`src/verilog/wake_agg_params.svh`:
```
// wake_agg_params.svh: offsets, reset values and field positions of the wake block
// assumes: included by the package, whose macros the design module uses; definitions only
`ifndef WAKE_AGG_PARAMS_SVH
`define WAKE_AGG_PARAMS_SVH

// register offsets within the runtime block
`define OFS_SUMMARY 4'h0
`define OFS_RSVD_ONE 4'h1
`define OFS_OUT_EN 4'h2
`define OFS_RSVD_THREE 4'h3
`define OFS_STS_DEVICES 4'h4
`define OFS_STS_GRP1 4'h5
`define OFS_STS_GRP2 4'h6
`define OFS_STS_MIXED 4'h7
`define OFS_STS_GRP5 4'h8
`define OFS_RSVD_NINE 4'h9
`define OFS_EN_DEVICES 4'hA
`define OFS_EN_GRP1 4'hB
`define OFS_EN_GRP2 4'hC
`define OFS_EN_MIXED 4'hD
`define OFS_EN_GRP5 4'hE

// reset values after standby-power power-on reset
`define RST_BYTE 8'h00
`define RST_BIT 1'b0

// field positions
`define FLAG_BIT 0
`define STS_DEV_RSVD_BIT 0

`endif

```
`src/verilog/wake_agg_pkg.sv`:
```
// wake_agg_pkg.sv: types shared by the wake block
// assumes: the params header is on the include path
package wake_agg_pkg;
  `include "wake_agg_params.svh"

  // number of eight-bit status and enable registers
  localparam int NUM_GROUPS = 5;

  // one byte-wide host register access
  typedef struct packed {
    logic rd;
    logic wr;
    logic [3:0] addr;
    logic [7:0] wdata;
  } reg_req_t;

  // raw wake event lines, one byte per status register
  typedef logic [NUM_GROUPS-1:0][7:0] wake_vec_t;
endpackage : wake_agg_pkg

```
`src/verilog/wake_event_status_aggregator.sv`:
```
// wake_event_status_aggregator.sv: sticky wake status, enables and wake request output
// assumes: register accesses come from decode logic on i_clk, already relative to the
// runtime base; wake event lines are asynchronous and pass two flip-flops here;
// i_rst_b is the standby-power power-on reset, other resets do not reach this block
`timescale 1ns/1ps

module wake_event_status_aggregator
  import wake_agg_pkg::*;
(
  input wire logic i_clk,
  input wire logic i_rst_b,
  input wire reg_req_t i_req,
  output logic [7:0] o_rdata,
  input wire logic i_ring_indicate_port2,
  input wire logic i_ring_indicate_port1,
  input wire logic i_keyboard_wake,
  input wire logic i_mouse_wake,
  input wire logic i_specific_key_wake,
  input wire logic i_wake_a,
  input wire logic i_wake_b,
  input wire logic [7:0] i_gpio_group1,
  input wire logic [2:0] i_gpio_group2_low,
  input wire logic i_group_smi_wake_status,
  input wire logic [3:0] i_gpio_group2_high,
  input wire logic [3:0] i_gpio_group3,
  input wire logic i_gpio_group4_pin1,
  input wire logic i_gpio_group4_pin3,
  input wire logic i_gpio_group6_pin0,
  input wire logic i_gpio_group6_pin1,
  input wire logic [7:0] i_gpio_group5,
  output logic o_wake_request_n
);

  // ---------------------------------------------------------------
  // event mapping and synchronisers
  // ---------------------------------------------------------------

  // pack raw event lines into register bit order
  wake_vec_t raw_events;
  assign raw_events[0] = {i_wake_b, i_wake_a, i_specific_key_wake, i_mouse_wake,
                          i_keyboard_wake, i_ring_indicate_port1, i_ring_indicate_port2,
                          1'b0};
  assign raw_events[1] = i_gpio_group1;
  assign raw_events[2] = {i_gpio_group2_high, i_group_smi_wake_status, i_gpio_group2_low};
  assign raw_events[3] = {i_gpio_group6_pin1, i_gpio_group6_pin0, i_gpio_group4_pin3,
                          i_gpio_group4_pin1, i_gpio_group3};
  assign raw_events[4] = i_gpio_group5;

  // two-stage synchroniser for pin inputs
  wake_vec_t sync1_reg;
  wake_vec_t sync2_reg;
  always_ff @(posedge i_clk or negedge i_rst_b)
  begin
    if (!i_rst_b)
    begin
      sync1_reg <= '0;
      sync2_reg <= '0;
    end
    else
    begin
      sync1_reg <= raw_events;
      sync2_reg <= sync1_reg;
    end
  end

  // ---------------------------------------------------------------
  // register decode
  // ---------------------------------------------------------------

  // write strobes per register
  wire wr_summary = i_req.wr && (i_req.addr == `OFS_SUMMARY);
  wire wr_out_en = i_req.wr && (i_req.addr == `OFS_OUT_EN);
  wire [NUM_GROUPS-1:0] wr_sts;
  wire [NUM_GROUPS-1:0] wr_en;
  assign wr_sts[0] = i_req.wr && (i_req.addr == `OFS_STS_DEVICES);
  assign wr_sts[1] = i_req.wr && (i_req.addr == `OFS_STS_GRP1);
  assign wr_sts[2] = i_req.wr && (i_req.addr == `OFS_STS_GRP2);
  assign wr_sts[3] = i_req.wr && (i_req.addr == `OFS_STS_MIXED);
  assign wr_sts[4] = i_req.wr && (i_req.addr == `OFS_STS_GRP5);
  assign wr_en[0] = i_req.wr && (i_req.addr == `OFS_EN_DEVICES);
  assign wr_en[1] = i_req.wr && (i_req.addr == `OFS_EN_GRP1);
  assign wr_en[2] = i_req.wr && (i_req.addr == `OFS_EN_GRP2);
  assign wr_en[3] = i_req.wr && (i_req.addr == `OFS_EN_MIXED);
  assign wr_en[4] = i_req.wr && (i_req.addr == `OFS_EN_GRP5);

  // ---------------------------------------------------------------
  // status, enable and summary state
  // ---------------------------------------------------------------

  wake_vec_t sts_reg;
  wake_vec_t sts_next;
  wake_vec_t en_reg;
  logic out_en_reg;
  logic summary_reg;
  logic summary_next;
  logic [NUM_GROUPS-1:0] grp_pending;
  wire [7:0] dev_mask = 8'hFE; // devices bit 0 is reserved

  // sticky status: set wins over write-one-to-clear
  genvar g;
  generate
    for (g = 0; g < NUM_GROUPS; g++)
    begin : g_sts
      wire [7:0] valid_mask = (g == 0) ? dev_mask : 8'hFF;
      wire [7:0] clr = wr_sts[g] ? i_req.wdata : 8'h00;
      assign sts_next[g] = ((sts_reg[g] & ~clr) | sync2_reg[g]) & valid_mask;
      assign grp_pending[g] = |(sts_reg[g] & en_reg[g] & valid_mask);
    end
  endgenerate

  // request condition before the output enable gate
  wire would_request = |grp_pending;
  wire clr_summary = wr_summary && i_req.wdata[`FLAG_BIT];
  // flag sets on the would-request condition; a clear wins, and a condition still present sets the flag again one cycle later
  assign summary_next = (summary_reg && !clr_summary) || (would_request && !summary_reg);

  // standby reset is the only reset of this state
  always_ff @(posedge i_clk or negedge i_rst_b)
  begin
    if (!i_rst_b)
    begin
      sts_reg <= '0;
      en_reg <= '0;
      out_en_reg <= `RST_BIT;
      summary_reg <= `RST_BIT;
    end
    else
    begin
      sts_reg <= sts_next;
      summary_reg <= summary_next;
      if (wr_out_en)
        out_en_reg <= i_req.wdata[`FLAG_BIT];
      for (int k = 0; k < NUM_GROUPS; k++)
        if (wr_en[k])
          en_reg[k] <= i_req.wdata;
    end
  end

  // ---------------------------------------------------------------
  // wake request output and read data
  // ---------------------------------------------------------------

  // active low request, held off by output enable and by a cleared flag
  logic req_n_reg;
  always_ff @(posedge i_clk or negedge i_rst_b)
  begin
    if (!i_rst_b)
      req_n_reg <= 1'b1;
    else
      req_n_reg <= !(out_en_reg && summary_next && would_request);
  end
  assign o_wake_request_n = req_n_reg;

  // read multiplexer; reserved offsets and upper bits give zero
  logic [7:0] rd_mux;
  always_comb
  begin
    unique case (i_req.addr)
      `OFS_SUMMARY: rd_mux = {7'h00, summary_reg};
      `OFS_OUT_EN: rd_mux = {7'h00, out_en_reg};
      `OFS_STS_DEVICES: rd_mux = sts_reg[0];
      `OFS_STS_GRP1: rd_mux = sts_reg[1];
      `OFS_STS_GRP2: rd_mux = sts_reg[2];
      `OFS_STS_MIXED: rd_mux = sts_reg[3];
      `OFS_STS_GRP5: rd_mux = sts_reg[4];
      `OFS_EN_DEVICES: rd_mux = en_reg[0] & dev_mask;
      `OFS_EN_GRP1: rd_mux = en_reg[1];
      `OFS_EN_GRP2: rd_mux = en_reg[2];
      `OFS_EN_MIXED: rd_mux = en_reg[3];
      `OFS_EN_GRP5: rd_mux = en_reg[4];
      default: rd_mux = 8'h00;
    endcase
  end

  // registered read data, one cycle after the read strobe
  logic [7:0] rdata_reg;
  always_ff @(posedge i_clk or negedge i_rst_b)
  begin
    if (!i_rst_b)
      rdata_reg <= 8'h00;
    else if (i_req.rd)
      rdata_reg <= rd_mux;
  end
  assign o_rdata = rdata_reg;
endmodule : wake_event_status_aggregator

```
`config.mk`:
```
export PLATFORM = sky130hd
export DESIGN_NAME = wake_event_status_aggregator
export DESIGN_NICKNAME = d
export VERILOG_FILES = /design/src/verilog/wake_agg_pkg.sv /design/src/verilog/wake_event_status_aggregator.sv
export VERILOG_INCLUDE_DIRS = /design/src /design/src/verilog
export SDC_FILE = /design/constraint.sdc
export NUM_CORES = 1
export LEC_CHECK = 0
export ABC_AREA = 1
export BUFFER_PORTS_ARGS = -buffer_cell sky130_fd_sc_hd__buf_2
export CELL_PAD_IN_SITES_DETAIL_PLACEMENT = 1
export CELL_PAD_IN_SITES_GLOBAL_PLACEMENT = 2
export CORE_UTILIZATION = 37
export DETAILED_ROUTE_END_ITERATION = 16
export PLACE_DENSITY_LB_ADDON = 0.1
export SYNTH_ARGS = -nofsm -noshare
export SYNTH_HDL_FRONTEND = slang
export SYNTH_SLANG_ARGS = --single-unit
```
`constraint.sdc`:
```
create_clock -name i_clk -period 1.1 [get_ports i_clk]
set_input_delay 0.22 -clock i_clk [delete_from_list [all_inputs] [get_ports i_clk]]
set_output_delay 0.22 -clock i_clk [all_outputs]
set_load 0.03 [all_outputs]
```
==> results of run 1 <==
==> Yosys cell counts <==
master,instances
dfrtp_1,166
dfstp_2,1
o21ai_0,72
nand2_2,1
o21ai_1,6
inv_1,64
nand4_1,2
buf_6,4
buf_2,5
nand2_1,212
buf_8,1
clkbuf_1,1
nand3_1,66
inv_2,4
clkbuf_8,1
nor2_2,1
nand3_4,5
nor2_4,5
o21bai_1,2
and3_1,1
nand3b_1,1
buf_4,4
nand3_2,6
nor2_1,52
==> metal layers <==
| layer | global-route usage | routed length (um) |
|---|---|---|
| met3 | 0.04655 | 828 |
| met1 | 0.3189 | 9200 |
| met2 | 0.4258 | 10480 |
| met5 | 0 | 0 |
| met4 | 0.08677 | 463 |
==> power groups by stage <==
stage	logic, mW	clock network (mW)	registers [mW]
3_3_place_gp	2.20	0	7.03
4_1_cts	2.55	6.30	6.97
6_report	2.64	6.16	6.99
2_1_floorplan	0.857	0	7.12
3_5_place_dp	2.26	0	7.06
5_1_grt	2.92	6.53	7.04
==> per-stage QoR <==
step / area, um^2 / worst slack (ns) / setup TNS [ns]
floorplan: 6538 / 0.03076 / 0
global placement: 7986 / -0.3734 / -23.03
detailed placement: 7986 / -0.4244 / -25.68
CTS: 9193 / -0.2143 / -1.508
global route: 9439 / -0.2868 / -2.336
finish: 9439 / -0.2150 / -1.472
==> cell type report <==
cell class / instances / area (um^2)
inverter: 68 / 255.2
fill: 1938 / 7858
timing repair buffer: 221 / 1933
tap: 225 / 281.5
sequential: 167 / 4180
clock inverter: 13 / 156.4
clock buffer: 19 / 452.9
multi-input combinational: 432 / 2180
==> kinds of logic after synthesis <==
logic type	after synthesis	share of synthesized area
flip-flops	167	0.6394
buffers and inverters	84	0.05933
AND/OR/NAND/NOR	352	0.2392
AO/OA/AOI/OAI	80	0.06201
==> worst paths after layout <==
path / endpoint / slack [ns]
max: o_wake_request_n / -0.22
min: o_wake_request_n / 0.09
max reg2reg: o_wake_request_n / -0.22
min reg2reg: sync2_reg[29] / 0.35
max in group asynchronous: sync2_reg[37] / 0.29
min in group asynchronous: sync1_reg[8] / 0.30
==> repair_timing <==
item,4_1_cts,5_1_grt
pin swaps,21,45
endpoints found under the setup margin,15,29
buffers inserted,7,12
hold buffers,40,0
hold endpoints to repair,60,0
gates resized for setup,45,61
==> worst reg2reg max path, delay by kind of cell (launching register included) <==
family | cells | cell delay (ns)
simple gates | 7 | 0.68
flops | 1 | 0.40
buf+inv | 1 | 0.17
==> results.ini, run 1 <==
[setup_path]
startpoint=sts_reg[39]
slowest_delay_ns=0.40
crit_cells=8
cp_top_family=simple AND/OR/NAND/NOR gates
worstPathArrival_ns=1.69
crit_buf_inv=1
cp_cell_sequence=nand2_1 -> nand2_1 -> nor2_2 -> nand2_2 -> nor2_2 -> nand3_2 -> buf_4 -> nand3_2
worstPathRequired_ns=1.47
setup.worst_path.class=flip-flop to flip-flop
cp-start-kind=flip-flop
r2r_cells=8
cp_max_fo=2
cp-end-kind=flip-flop
worstReg2RegStart=sts_reg[39]
crit_slowest_cell=dfrtp_1

[routing]
drt_iter0_markers=276
vias=5549
wl_mm=20.97
viasPerCell=4.846
post-route-drc-count=0
drt-pass1-iter-count=4
ant_nets=0
wire_per_inst_um=18.32

[timing]
whs_ns=0.09291
max_clock_freq_mhz=760.4
fin_ws_ns=-0.2150
slew_violations=0
slew_headroom=0.6993
post-route-period-util=1.195
hold_viol=0
rsz0062_at_grt=yes
setup_viol=13
min_period_ns=1.315
fin_skew_ns=0.007690
worst_pin_slew_ns=0.4510

[layout]
fin_cells=1145
fin_nets=962
drive_above_1_share=0.3174
fin_util=0.5457
final_common_cell=nand2_1
insertedDiodeCount=0
final_cell_mix=nand2_1, dfrtp_1, buf_4
area_delta_synth_final_pct=44.38

[synthesis]
syn_avg_cell_area_um2=9.572
synth.distinct_cells=24
synth_area_leaders=dfrtp_1, nand2_1, o21ai_0
synth_top_area_share=0.6354
syn-cell-area_um2=6538
ys_warn_count=0
yosysSeqAreaShare=0.6394
yosys.area.top_type=dfrtp_1
ys_ff_latch=167
synthCells=683
syn-num-nets=738

[hold_path]
min_from=i_req[0]
min_path_type=primary input to flip-flop
hold_depth=3

[run_status]
violations=negative setup slack
status=finished with violations

[cts]
clk_pin_slew_worst_paths_ns=0.07
clock_path_buffers=2
cts_tree=done
clockRootBuffer=clkbuf_16
clk_latency_ns=0.43
htreeDepth=4
cts.sink_count=167
cts-buffers-inserted=17

[power]
power_frac_comb=0.167
p_int_mw=11.44
p_leak_nw=4.554
total_power_mw=15.78
p_per_area_nw_per_um2=1672
p_switching_mw=4.348
p_clk_frac=0.390
sequentialPowerShare=0.443
ir_drop_mv=1.127
p_sw_frac=0.2755

[floorplan]
io_pins=64
die-area_um2=18200
chipWidth_um=134.9
core_um2=17300
die_h_um=134.9
rows=48
initial_core_util=0.3780

[global_routing]
grt_max_degree=34
grt_first_pass_wirelength_mm=33.06
grt_use_total=0.2501
antenna_found_initial=0
overflow=0
grt_pass1_vias=5962

[placement]
gp_congestion=0.8654
dp_cells=1062
port-buffer-count=63
dp_hpwl_mm=14.53

[run]
maxCapViolations=0

No activity file was read; power rests on OpenSTA's default activity.
==> run 2: changes to the inputs <==
CORE_UTILIZATION = 33   (was 37)
clock period = 1.09 ns   (was 1.1 ns; I/O delays follow)
==> results.ini, run 2 (synthesized netlist as in run 1, its figures left out) <==
[layout]
fin_cells=1173  ; +2.4%
fin_nets=950  ; -1.2%
final_common_cell=nand2_1
drive_above_1_share=0.3436  ; +0.02622
insertedDiodeCount=0  ; unchanged
final_cell_mix=nand2_1, dfrtp_1, o21ai_0
fill_cells=2214  ; +14%
fin_util=0.4919  ; -0.05385
final_area_um2=9573  ; +1.4%
area_delta_synth_final_pct=46.43

[timing]
whs_ns=0.05153  ; -0.04138 ns
rsz0062_at_grt=yes
min_period_ns=1.300
fin_ws_ns=-0.2104  ; +0.004646 ns
slew_headroom=0.7539  ; +0.05458
setup_viol=17  ; +4
slew_violations=0  ; unchanged
fin_skew_ns=0.01346  ; +0.005771 ns
post-route-period-util=1.193
hold_viol=0  ; unchanged
max_clock_freq_mhz=769.0
worst_pin_slew_ns=0.3687  ; -0.08228 ns
setup_tns_ns=-1.510  ; -0.03823 ns

[floorplan]
chipWidth_um=142.8  ; +5.8%
die-area_um2=20380  ; +12%
die_h_um=142.8  ; +5.8%
rows=51  ; +6.3%
io_pins=64  ; unchanged
core_um2=19460  ; +13%
initial_core_util=0.3359  ; -0.04206

[power]
p_leak_nw=4.545  ; -0.20%
p_per_area_nw_per_um2=1668  ; -0.28%
ir_drop_mv=1.093  ; -3.0%
total_power_mw=15.96  ; +1.1%

[placement]
placed_cell_area_um2=7921  ; -0.81%
gp_congestion=0.8722  ; +0.79%
port-buffer-count=63  ; unchanged
dp_hpwl_mm=14.03  ; -3.5%
dp_slack_ns=-0.4175  ; +0.006900 ns
dp_cells=1090  ; +2.6%

[setup_path]
worstReg2RegStart=sts_reg[16]
cp-end-kind=primary output
worstPathRequired_ns=0.87  ; -0.60 ns
r2r_end=summary_reg
setup.worst_path.class=flip-flop to primary output
reg2reg_slack_ns=-0.18  ; +0.04 ns
cp_cell_sequence=buf_6
crit_buf_inv=1  ; unchanged
cp-start-kind=flip-flop
r2r_cells=8  ; unchanged
worstPathArrival_ns=1.08  ; -0.61 ns
cp_max_fo=1  ; -1
crit_slowest_cell=dfstp_2
slowest_delay_ns=0.53  ; +0.13 ns
cp_top_family=flip-flops

[cts]
htreeDepth=4  ; unchanged
clockRootBuffer=clkbuf_16
cts-buffers-inserted=17  ; unchanged
clk_latency_ns=0.44  ; about the same
cts_tree=done
clk_pin_slew_worst_paths_ns=0.07  ; about the same
clock_path_buffers=2  ; unchanged
cts.sink_count=167  ; unchanged

[routing]
ant_nets=0  ; unchanged
wl_mm=20.73  ; -1.2%
drt-pass1-iter-count=4  ; unchanged
vias=5450  ; -1.8%
post-route-drc-count=0  ; unchanged
drt_iter0_markers=281  ; +1.8%
wire_per_inst_um=17.67  ; -3.5%
viasPerCell=4.646  ; -4.1%

[global_routing]
grt_pass1_vias=5781  ; -3.0%
grt_use_total=0.2189  ; -0.03125
antenna_found_initial=0  ; unchanged
grt_first_pass_wirelength_mm=32.39  ; -2.0%
overflow=0  ; unchanged
grt_max_degree=60  ; +76%

[run]
maxCapViolations=0  ; unchanged

[run_status]
violations=negative setup slack
status=finished with violations

[hold_path]
hold_depth=3  ; unchanged
min_to=o_wake_request_n
min_from=i_req[0]
min_path_type=primary input to flip-flop

## run 2: power breakdown
group | leakage (nW) | internal [mW] | switching, mW
sequential | 1.88 | 6.73 | 0.313
combinational | 2.37 | 1.24 | 1.46
clock | 0.295 | 3.29 | 2.93
total | 4.54 | 11.3 | 4.71
## run 2: repair_timing
item                                    in CTS  in global routing
resized for setup                           75                 75
setup buffers                                7                  8
endpoints found under the setup margin      18                 25
gates cloned                                 0                  1
endpoints found under the hold margin      205                  0
hold buffers                                40                  0
pin swaps                                   47                 51
## run 2: layout make-up
| cell class | instances | area, um^2 | area share |
|---|---|---|---|
| clock buffers | 17 | 425.4 | 0.04444 |
| clock inverters | 15 | 180.2 | 0.01882 |
| repair buffers | 208 | 1826 | 0.1907 |
| flip-flops and latches | 167 | 4180 | 0.4367 |
| well taps | 265 | 331.6 | 0.03464 |
| multi-input cells | 433 | 2375 | 0.2481 |
| inverters | 68 | 255.2 | 0.02666 |
## run 2: worst max-delay path by stage
stage / endpoint / cells past startpoint / from / slack, ns
5_1_grt: summary_reg / 8 / sts_reg[8] / -0.26
3_5_place_dp: en_reg[27] / 6 / i_req[8] / -0.42
4_1_cts: o_wake_request_n / 1 / o_wake_request_n / -0.23
6_report: o_wake_request_n / 1 / o_wake_request_n / -0.21
2_1_floorplan: sts_reg[32] / 6 / i_req[11] / 0.02
3_3_place_gp: en_reg[26] / 7 / i_req[8] / -0.37
## run 2: worst min-delay path: cells and delay by family
kind / cells / cell delay [ns]
buffers and inverters: 1 / 0.11
and+or+nand+nor: 2 / 0.16
## run 2: routing by layer
metal  part of all wire  GRT usage
met1               0.47     0.2895
met2               0.49     0.3630
met3              0.023    0.03186
met4              0.021    0.08263
met5                  0          0
